[config.mk]
export PLATFORM = sky130hd
export DESIGN_NAME = plrc_top
export DESIGN_NICKNAME = d
export VERILOG_FILES = /design/src/include/plrc_pkg.sv /design/src/include/plrc_pfd_if.sv /design/src/core/plrc_top.sv /design/src/core/plrc_pfd.sv
export SDC_FILE = /design/constraint.sdc
export NUM_CORES = 1
export LEC_CHECK = 0
export BUFFER_PORTS_ARGS = -buffer_cell sky130_fd_sc_hd__buf_4
export CORE_UTILIZATION = 25
export CTS_CLUSTER_DIAMETER = 120
export DETAILED_ROUTE_END_ITERATION = 16
export SYNTH_ARGS = -nofsm -noshare
export SYNTH_HDL_FRONTEND = slang
export SYNTH_SLANG_ARGS = --single-unit
[constraint.sdc]
create_clock -name clock -period 3.05 [get_ports clock]
set_input_delay 0.1525 -clock clock [delete_from_list [all_inputs] [get_ports clock]]
set_output_delay 0.1525 -clock clock [all_outputs]
set_load 0.01 [all_outputs]
[src/include/plrc_pkg.sv]
// constants for pll routing and reference input control
package plrc_pkg;

    // register bus geometry
    localparam int ADDR_W = 9;
    localparam int DATA_W = 8;

    // register offsets
    localparam logic [ADDR_W-1:0] OFS_PLL_CTRL  = 9'h010;
    localparam logic [ADDR_W-1:0] OFS_PFD_AB    = 9'h017;
    localparam logic [ADDR_W-1:0] OFS_REF_CTRL  = 9'h01c;
    localparam logic [ADDR_W-1:0] OFS_VCO_DIV   = 9'h1e0;
    localparam logic [ADDR_W-1:0] OFS_DIST_SRC  = 9'h1e1;

    // reset values
    localparam logic [DATA_W-1:0] RST_PLL_CTRL  = 8'h01;
    localparam logic [DATA_W-1:0] RST_PFD_AB    = 8'h00;
    localparam logic [DATA_W-1:0] RST_REF_CTRL  = 8'h06;
    localparam logic [DATA_W-1:0] RST_VCO_DIV   = 8'h02;
    localparam logic [DATA_W-1:0] RST_DIST_SRC  = 8'h00;

    // field positions in the pll control register
    localparam int PD_LSB      = 0;
    localparam int PD_MSB      = 1;
    localparam int CPM_LSB     = 4;
    localparam int CPM_MSB     = 6;
    localparam int POL_BIT     = 7;
    // field positions in the antibacklash register
    localparam int AB_LSB      = 0;
    localparam int AB_MSB      = 1;
    localparam int ICP_LSB     = 2;
    localparam int ICP_MSB     = 4;
    // field positions in the reference control register
    localparam int REF_DIFF_BIT = 0;
    localparam int REF_PD1_BIT  = 1;
    localparam int REF_PD2_BIT  = 2;
    // vco divider and distribution source fields
    localparam int VDIV_LSB    = 0;
    localparam int VDIV_MSB    = 2;
    localparam int BYP_BIT     = 0;

    // writable bit masks, the rest reads as zero
    localparam logic [DATA_W-1:0] MSK_PLL_CTRL  = 8'hf3;
    localparam logic [DATA_W-1:0] MSK_PFD_AB    = 8'h1f;
    localparam logic [DATA_W-1:0] MSK_REF_CTRL  = 8'h07;
    localparam logic [DATA_W-1:0] MSK_VCO_DIV   = 8'h07;
    localparam logic [DATA_W-1:0] MSK_DIST_SRC  = 8'h01;

    // power-down field codes
    localparam logic [1:0] PD_NORMAL  = 2'h0;
    localparam logic [1:0] PD_ASYNC   = 2'h1;

    // vco divider codes and resulting ratios
    localparam logic [2:0] VDIV_CODE_MAX = 3'h4;
    localparam logic [2:0] VDIV_MIN_RATIO = 3'h2;

    // charge pump mode codes
    typedef enum logic [2:0] {
        PLRC_CP_HIZ    = 3'h0,
        PLRC_CP_UP     = 3'h1,
        PLRC_CP_DOWN   = 3'h2,
        PLRC_CP_NORMAL = 3'h3
    } plrc_cp_mode_t;

    // charge pump current in microamps
    localparam logic [12:0] ICP_STEP_UA = 13'h0258;

    // antibacklash count limit for code zero, the hold itself lasts two cycles
    localparam logic [2:0] AB_BASE_CYC = 3'h1;

endpackage : plrc_pkg

[src/include/plrc_pfd_if.sv]
// carrier between the control core and the phase frequency detector
`timescale 1ns/1ps
interface plrc_pfd_if;
    logic       enable;
    logic [1:0] ab_code;
    logic       ref_rise;
    logic       fb_rise;
    logic       up;
    logic       down;

    modport ctrl (output enable, output ab_code, output ref_rise, output fb_rise,
                  input up, input down);
    modport pfd  (input enable, input ab_code, input ref_rise, input fb_rise,
                  output up, output down);
endinterface : plrc_pfd_if

[src/core/plrc_top.sv]
// pll routing, charge pump and reference buffer control
`timescale 1ns/1ps
module plrc_top (
    // clock and reset
    input  wire logic                    clock,
    input  wire logic                    rst_b,
    // register port
    input  wire logic [plrc_pkg::ADDR_W-1:0] reg_addr,
    input  wire logic                    reg_wr_en,
    input  wire logic                    reg_rd_en,
    input  wire logic [plrc_pkg::DATA_W-1:0] reg_wr_data,
    output logic      [plrc_pkg::DATA_W-1:0] reg_rd_data,
    output logic                         reg_rd_valid,
    // divider outputs entering the detector, asynchronous
    input  wire logic                    ref_div_in,
    input  wire logic                    fb_div_in,
    // pll power and routing
    output logic                         pll_power_down,
    output logic [2:0]                   vco_div_ratio,
    output logic                         dist_bypass_vco_div,
    output logic                         prescaler_feed_en,
    // charge pump
    output logic                         cp_up,
    output logic                         cp_down,
    output logic                         cp_hiz,
    output logic [2:0]                   cp_current_code,
    output logic [12:0]                  cp_current_ua,
    // reference buffers
    output logic                         ref_diff_buf_en,
    output logic                         first_se_ref_buf_en,
    output logic                         second_se_ref_buf_en
);
    import plrc_pkg::*;

    // register storage
    logic [DATA_W-1:0] pll_ctrl_r;
    logic [DATA_W-1:0] pfd_ab_r;
    logic [DATA_W-1:0] ref_ctrl_r;
    logic [DATA_W-1:0] vco_div_r;
    logic [DATA_W-1:0] dist_src_r;
    logic [DATA_W-1:0] rd_data_r;
    logic [DATA_W-1:0] rd_data_nxt;
    logic              rd_valid_r;

    // address decode
    logic hit_pll_w;
    logic hit_ab_w;
    logic hit_ref_w;
    logic hit_vdiv_w;
    logic hit_dist_w;

    // per-register write strobes
    logic wr_pll_w;
    logic wr_ab_w;
    logic wr_ref_w;
    logic wr_vdiv_w;
    logic wr_dist_w;

    // input synchronisers, three stages each
    logic [2:0] ref_sync_r;
    logic [2:0] fb_sync_r;
    logic       ref_lvl_r;
    logic       fb_lvl_r;
    logic       ref_lvl_nxt;
    logic       fb_lvl_nxt;

    // decoded fields
    logic [1:0]    pd_field_w;
    logic          pll_on_w;
    logic          polarity_neg_w;
    plrc_cp_mode_t cp_mode_w;
    logic [2:0]    vdiv_code_w;
    logic          bypass_w;
    logic          diff_sel_w;
    logic          se1_pd_w;
    logic          se2_pd_w;

    // detector results
    logic pump_up_w;
    logic pump_dn_w;

    // shared gate of the single-ended pair
    logic se_allowed_w;

    plrc_pfd_if pfd_bus ();

    // ratio lookup, used only by the vco_div_ratio output
    function automatic logic [2:0] vdiv_ratio(input logic [2:0] code);
        if (code > VDIV_CODE_MAX) begin
            vdiv_ratio = VDIV_MIN_RATIO + VDIV_CODE_MAX;
        end else begin
            vdiv_ratio = VDIV_MIN_RATIO + code;
        end
    endfunction : vdiv_ratio

    // masked register update, reserved bits stay zero
    function automatic logic [DATA_W-1:0] masked(input logic [DATA_W-1:0] val,
                                                 input logic [DATA_W-1:0] msk);
        masked = val & msk;
    endfunction : masked

    // address decode
    assign hit_pll_w  = (reg_addr == OFS_PLL_CTRL);
    assign hit_ab_w   = (reg_addr == OFS_PFD_AB);
    assign hit_ref_w  = (reg_addr == OFS_REF_CTRL);
    assign hit_vdiv_w = (reg_addr == OFS_VCO_DIV);
    assign hit_dist_w = (reg_addr == OFS_DIST_SRC);

    // write strobes, one per register
    assign wr_pll_w  = reg_wr_en && hit_pll_w;
    assign wr_ab_w   = reg_wr_en && hit_ab_w;
    assign wr_ref_w  = reg_wr_en && hit_ref_w;
    assign wr_vdiv_w = reg_wr_en && hit_vdiv_w;
    assign wr_dist_w = reg_wr_en && hit_dist_w;

    // pll control; asynchronous reset leaves the pll powered off
    always_ff @(posedge clock or negedge rst_b) begin
        if (!rst_b) begin
            pll_ctrl_r <= RST_PLL_CTRL;
        end else if (wr_pll_w) begin
            pll_ctrl_r <= masked(reg_wr_data, MSK_PLL_CTRL);
        end
    end

    // antibacklash width and pump current
    always_ff @(posedge clock or negedge rst_b) begin
        if (!rst_b) begin
            pfd_ab_r <= RST_PFD_AB;
        end else if (wr_ab_w) begin
            pfd_ab_r <= masked(reg_wr_data, MSK_PFD_AB);
        end
    end

    // reference control; both single-ended buffers start powered down
    always_ff @(posedge clock or negedge rst_b) begin
        if (!rst_b) begin
            ref_ctrl_r <= RST_REF_CTRL;
        end else if (wr_ref_w) begin
            ref_ctrl_r <= masked(reg_wr_data, MSK_REF_CTRL);
        end
    end

    // vco divider code, divide by four after reset
    always_ff @(posedge clock or negedge rst_b) begin
        if (!rst_b) begin
            vco_div_r <= RST_VCO_DIV;
        end else if (wr_vdiv_w) begin
            vco_div_r <= masked(reg_wr_data, MSK_VCO_DIV);
        end
    end

    // distribution source, vco divider path after reset
    always_ff @(posedge clock or negedge rst_b) begin
        if (!rst_b) begin
            dist_src_r <= RST_DIST_SRC;
        end else if (wr_dist_w) begin
            dist_src_r <= masked(reg_wr_data, MSK_DIST_SRC);
        end
    end

    // read mux, unmapped addresses answer zero
    always_comb begin
        rd_data_nxt = '0;
        case (1'b1)
            hit_pll_w:  rd_data_nxt = pll_ctrl_r;
            hit_ab_w:   rd_data_nxt = pfd_ab_r;
            hit_ref_w:  rd_data_nxt = ref_ctrl_r;
            hit_vdiv_w: rd_data_nxt = vco_div_r;
            hit_dist_w: rd_data_nxt = dist_src_r;
            default:    rd_data_nxt = '0;
        endcase
    end

    // read data registered one cycle after the request
    always_ff @(posedge clock or negedge rst_b) begin
        if (!rst_b) begin
            rd_data_r  <= '0;
            rd_valid_r <= 1'b0;
        end else begin
            rd_valid_r <= reg_rd_en;
            if (reg_rd_en) begin
                rd_data_r <= rd_data_nxt;
            end
        end
    end

    assign reg_rd_data  = rd_data_r;
    assign reg_rd_valid = rd_valid_r;

    // field extraction
    assign pd_field_w     = pll_ctrl_r[PD_MSB:PD_LSB];
    assign polarity_neg_w = pll_ctrl_r[POL_BIT];
    assign cp_mode_w      = plrc_cp_mode_t'(pll_ctrl_r[CPM_MSB:CPM_LSB]);
    assign vdiv_code_w    = vco_div_r[VDIV_MSB:VDIV_LSB];
    assign bypass_w       = dist_src_r[BYP_BIT];
    assign diff_sel_w     = ref_ctrl_r[REF_DIFF_BIT];
    assign se1_pd_w       = ref_ctrl_r[REF_PD1_BIT];
    assign se2_pd_w       = ref_ctrl_r[REF_PD2_BIT];

    // only the normal code runs the pll; the spare codes are kept safe as off
    assign pll_on_w       = (pd_field_w == PD_NORMAL);
    assign pll_power_down = !pll_on_w;

    // routing of the clock input to the distribution section
    assign vco_div_ratio       = vdiv_ratio(vdiv_code_w);
    assign dist_bypass_vco_div = bypass_w;
    assign prescaler_feed_en   = pll_on_w && !bypass_w;

    // three-stage synchroniser, a change counts once stages two and three agree
    assign ref_lvl_nxt = (ref_sync_r[1] == ref_sync_r[2]) ? ref_sync_r[2] : ref_lvl_r;
    assign fb_lvl_nxt  = (fb_sync_r[1] == fb_sync_r[2]) ? fb_sync_r[2] : fb_lvl_r;

    // reference stages; level resets low like the idle pin, so no false edge
    always_ff @(posedge clock or negedge rst_b) begin
        if (!rst_b) begin
            ref_sync_r <= 3'h0;
            ref_lvl_r  <= 1'b0;
        end else begin
            ref_sync_r <= {ref_sync_r[1:0], ref_div_in};
            ref_lvl_r  <= ref_lvl_nxt;
        end
    end

    // feedback stages, same filter
    always_ff @(posedge clock or negedge rst_b) begin
        if (!rst_b) begin
            fb_sync_r <= 3'h0;
            fb_lvl_r  <= 1'b0;
        end else begin
            fb_sync_r <= {fb_sync_r[1:0], fb_div_in};
            fb_lvl_r  <= fb_lvl_nxt;
        end
    end

    // rising edges of the filtered levels drive the detector
    assign pfd_bus.enable   = pll_on_w;
    assign pfd_bus.ab_code  = pfd_ab_r[AB_MSB:AB_LSB];
    assign pfd_bus.ref_rise = ref_lvl_nxt && !ref_lvl_r;
    assign pfd_bus.fb_rise  = fb_lvl_nxt && !fb_lvl_r;

    plrc_pfd u_pfd (
        .clock (clock),
        .rst_b (rst_b),
        .pif   (pfd_bus.pfd)
    );

    // negative sense just swaps the two commands
    assign pump_up_w = polarity_neg_w ? pfd_bus.down : pfd_bus.up;
    assign pump_dn_w = polarity_neg_w ? pfd_bus.up : pfd_bus.down;

    // pump mode; a powered-down pll never drives the loop filter
    always_comb begin
        cp_up   = 1'b0;
        cp_down = 1'b0;
        cp_hiz  = 1'b1;
        if (pll_on_w) begin
            case (cp_mode_w)
                PLRC_CP_NORMAL: begin
                    cp_up   = pump_up_w;
                    cp_down = pump_dn_w;
                    cp_hiz  = 1'b0;
                end
                PLRC_CP_UP: begin
                    cp_up   = 1'b1;
                    cp_hiz  = 1'b0;
                end
                PLRC_CP_DOWN: begin
                    cp_down = 1'b1;
                    cp_hiz  = 1'b0;
                end
                PLRC_CP_HIZ: begin
                    cp_hiz  = 1'b1;
                end
                default: begin
                    cp_hiz  = 1'b1;
                end
            endcase
        end
    end

    // pump current, exact lsb scales with the external bias resistor
    assign cp_current_code = pfd_ab_r[ICP_MSB:ICP_LSB];
    assign cp_current_ua   = 13'(ICP_STEP_UA * ({10'h0, cp_current_code} + 13'h1));

    // reference buffer power gating
    assign se_allowed_w         = pll_on_w && !diff_sel_w;
    assign ref_diff_buf_en      = pll_on_w && diff_sel_w;
    assign first_se_ref_buf_en  = se_allowed_w && !se1_pd_w;
    assign second_se_ref_buf_en = se_allowed_w && !se2_pd_w;

endmodule : plrc_top

[src/core/plrc_pfd.sv]
// phase frequency detector with antibacklash hold
`timescale 1ns/1ps
module plrc_pfd (
    // clock and reset
    input  wire logic clock,
    input  wire logic rst_b,
    // detector carrier
    plrc_pfd_if.pfd   pif
);
    import plrc_pkg::*;

    logic       up_r;
    logic       up_nxt;
    logic       dn_r;
    logic       dn_nxt;
    logic [2:0] ab_cnt_r;
    logic [2:0] ab_cnt_nxt;
    logic       both_w;
    logic       ab_done_w;
    logic [2:0] ab_len_w;

    // hold both outputs a little while so there is no dead zone near lock
    function automatic logic [2:0] ab_cycles(input logic [1:0] code);
        ab_cycles = AB_BASE_CYC + {1'b0, code};
    endfunction : ab_cycles

    assign ab_len_w  = ab_cycles(pif.ab_code);
    assign both_w    = up_r && dn_r;
    assign ab_done_w = both_w && (ab_cnt_r >= ab_len_w);

    // new edges win over the antibacklash clear
    assign up_nxt = !pif.enable ? 1'b0 : (pif.ref_rise || (up_r && !ab_done_w));
    assign dn_nxt = !pif.enable ? 1'b0 : (pif.fb_rise  || (dn_r && !ab_done_w));
    assign ab_cnt_nxt = both_w && !ab_done_w ? ab_cnt_r + 3'h1 : 3'h0;

    // detector state
    always_ff @(posedge clock or negedge rst_b) begin
        if (!rst_b) begin
            up_r     <= 1'b0;
            dn_r     <= 1'b0;
            ab_cnt_r <= 3'h0;
        end else begin
            up_r     <= up_nxt;
            dn_r     <= dn_nxt;
            ab_cnt_r <= ab_cnt_nxt;
        end
    end

    assign pif.up   = up_r;
    assign pif.down = dn_r;

endmodule : plrc_pfd

==> metrics.yaml <==
clocking:
  clk_latency_ns: 0.29
  cts.path.max_buffers: 2
  cts_root_buf: "clkbuf_8"
  clock_sinks: 40
  tritoncts: "yes"
  clkTransAtPathRegs_ns: 0.08
  htreeDepth: 2
  numCtsBuffers: 5
pwr:
  power_leakage_nw: 1.51
  ir_worst_vdd_v: 0.000243
  p_per_area_nw_per_um2: 383
setup_path:
  cp.arrival_ns: 2.87
  end_kind: "primary output"
  worstPathCellList: "ha_2 -> xor2_2 -> ha_1 -> inv_1 -> fa_1 -> inv_1 -> ha_2 -> a21o_1 -> a21o_1 -> a22oi_2 -> xnor2_1 -> buf_4"
  worstPathRequired_ns: 2.90
  start_kind: "flip-flop"
  slowest_stage: "fa_1"
  reg2regPathDepth: 6
  r2r_start: "pfd_ab_r[0]"
  cp_slowest_stage_delay_ns: 0.48
  cp_max_fo: 4
  critical_path.startpoint: "pfd_ab_r[3]"
  worstSetupPathType: "reg -> out"
floorplan:
  fp.dieW_um: 98.8
  start_util: 0.263
  io_pins: 60
  core.rowCount: 34
  die_area_um2: 9760
  die_h_um: 98.8
  coreArea_um2: 8890
route:
  wl_per_cell_um: 13.5
  first_pass_iters: 4
  drc_errors: 0
  final_antenna_net_count: 0
  vias: 1805
  drtIter0Drc: 84
  via_per_inst: 4.59
  wl_mm: 5.30
placement:
  dpl.hpwl_mm: 4.02
  gp_congestion: 0.820
  place_area_um2: 2860
  place_worst_setup_slack_ns: 0.144
  portBuffers: 56
logic_synthesis:
  synth_area_per_cell_um2: 10.8
  ys_ff_latch: 40
  yosys-mux-area-fraction: 0.105
  synth_ff_type: "dfrtp_1"
  synth-edff-count: 0
  synth_compound_area_frac: 0.0935
  synth_cells: 217
  yosys_warnings: 0
  netlist_area_um2: 2340
  synth_seq_area_share: 0.429
  synthAdderAreaFrac: 0.103
  ys_types: 58
  synthArstFlopShare: 1.00
  synth-simple-area-share: 0.181
  synth_top_family_by_area: "simple AND/OR/NAND/NOR gates"
  synthXorXnorAreaFrac: 0.0337
final_layout:
  fin_nets: 324
  final_layout_size_suffix_gt1_frac: 0.365
  syn_to_final_growth_pct: 32.7
  fillers: 887
  final_cell_area_um2: 3110
  diodes: 0
hold_path:
  hold_depth: 2
  worstHoldStart: "reg_wr_data[5]"
  hold_path.class: "in -> reg"
global_route:
  antenna_found_initial: 0
  grt_use_total: 0.112
  gr-total-overflow: 0
  grt_max_degree: 41
  grt_pass1_vias: 1826
  grt_pass1_wl_mm: 8.81
sta:
  setup_ws_ns: 0.0321
  drv_slew: 0
  worst_pin_slew_ns: 0.501
  rsz0062_at_grt: "yes"
  setup_viol: 0
  fmax_mhz: 331
  period_share: 0.989
  finalCriticalPeriod_ns: 3.02
  finalClockSkew_ns: 0.00863
  slew_headroom: 0.666
  final-hold-violation-count: 0
status:
  status: "finished clean"
flow_run:
  cap_viol_max_count: 0
synthesized netlist by cell type, drive strengths merged (3+ instances only):
cell | n | area, µm²
nor2b | 4 | 25.0
inv | 17 | 63.8
ha | 16 | 200
o22ai | 5 | 31.3
a21oi | 5 | 25.0
mux2 | 19 | 225
dfstp | 4 | 105
nor2 | 12 | 61.3
nand3 | 4 | 30.0
buf | 8 | 53.8
nand2b | 3 | 18.8
a22oi | 3 | 22.5
dfrtp | 36 | 901
nor3 | 7 | 35.0
o21ai | 4 | 20.0
a21o | 4 | 30.0
xor2 | 5 | 43.8
xnor2 | 4 | 35.0
nand2 | 19 | 73.8
layout by cell type, fill, tap and decap left out, types with 4 or more instances in the layout:
master / count
dfrtp_1: 36
nor2_1: 10
dfstp_2: 4
mux2_1: 13
nor3_1: 7
o21ai_0: 4
o22ai_1: 5
inv_1: 14
a21o_1: 4
ha_4: 4
xor2_1: 4
nor2b_1: 4
nand2_1: 18
buf_4: 65
a21oi_1: 5
ha_1: 10
xnor2_1: 4
clkbuf_8: 6
where the power goes:
part	total [mW]	switching [mW]	internal (mW)	leakage (nW)
logic	0.231	0.117	0.115	0.945
clock network	0.361	0.180	0.181	0.0510
registers	0.597	0.0312	0.566	0.516
registers in the layout, summed over array words and instances (netlist names):
signal,count
ref_lvl_r,1
reg_rd_valid,1
reg_rd_data,8
vco_div_r,3
pfd_ab_r,5
u_pfd.pif.up,1
ref_sync_r,3
fb_lvl_r,1
u_pfd.pif.down,1
u_pfd.ab_cnt_r,3
dist_src_r,1
fb_sync_r,3
ref_ctrl_r,3
pll_ctrl_r,6
layout make-up:
class	count	area, µm²	area share
clock buffer	6	82.6	0.0266
clock inverter	2	10.0	0.00322
inverter	17	63.8	0.0205
multi-input combinational	152	1290	0.416
sequential	40	1010	0.324
tap	108	135	0.0435
timing repair buffer	68	518	0.167
per-stage QoR:
step	instances	util	TNS, ns	power, mW	hold slack [ns]
3_5_place_dp	375	0.322	0	0.831	0.168
4_1_cts	392	0.346	0	1.21	0.0704
2_1_floorplan	219	-	0	0.736	-0.143
5_1_grt	393	0.350	-0.417	1.27	0.0749
6_report	393	0.350	0	1.19	0.0800
3_3_place_gp	375	0.322	0	0.824	0.162
timing repair:
| item | in CTS | in global routing |
|---|---|---|
| setup buffers | 6 | 1 |
| endpoints found under the hold margin | 38 | 0 |
| pin swaps | 8 | 5 |
| hold buffers | 3 | 0 |
| resized for setup | 8 | 6 |
| endpoints found under the setup margin | 3 | 4 |
worst max-delay path: cells and delay by family, from the launching register on:
family | cells | cell delay (ns)
AO/OA/AOI/OAI | 3 | 0.49
flip-flops | 1 | 0.42
XOR/XNOR | 2 | 0.29
adder cells (fa/ha/maj) | 4 | 1.14
buffers and inverters | 3 | 0.23
cell families (layout without fill, tap and decap cells):
group	after synthesis	in the layout
simple gates	68	68
other cells	1	3
xor+xnor	9	9
buf+inv	27	93
mux	21	21
fa+ha+maj	19	19
flops	40	40
compound gates	32	32
metal layers:
layer / routed length (µm) / vias up / global-route usage
met1: 2550 / 843 / 0.151
met3: 305 / 5 / 0.0241
met4: 31 / 0 / 0.0241
met5: 0 / - / 0
li1: - / 900 / -
met2: 2420 / 57 / 0.185
path summary, 6_finish.rpt:
kind,end,slack [ns]
max in group asynchronous,ref_ctrl_r[1],2.32
worst max register to register,u_pfd.ab_cnt_r[1],1.39
min in group asynchronous,vco_div_r[0],0.37
worst min-delay path,pll_ctrl_r[5],0.08
worst max-delay path,cp_current_ua[11],0.03
worst min register to register,fb_sync_r[1],0.35
(Power assumes the default switching activity.)
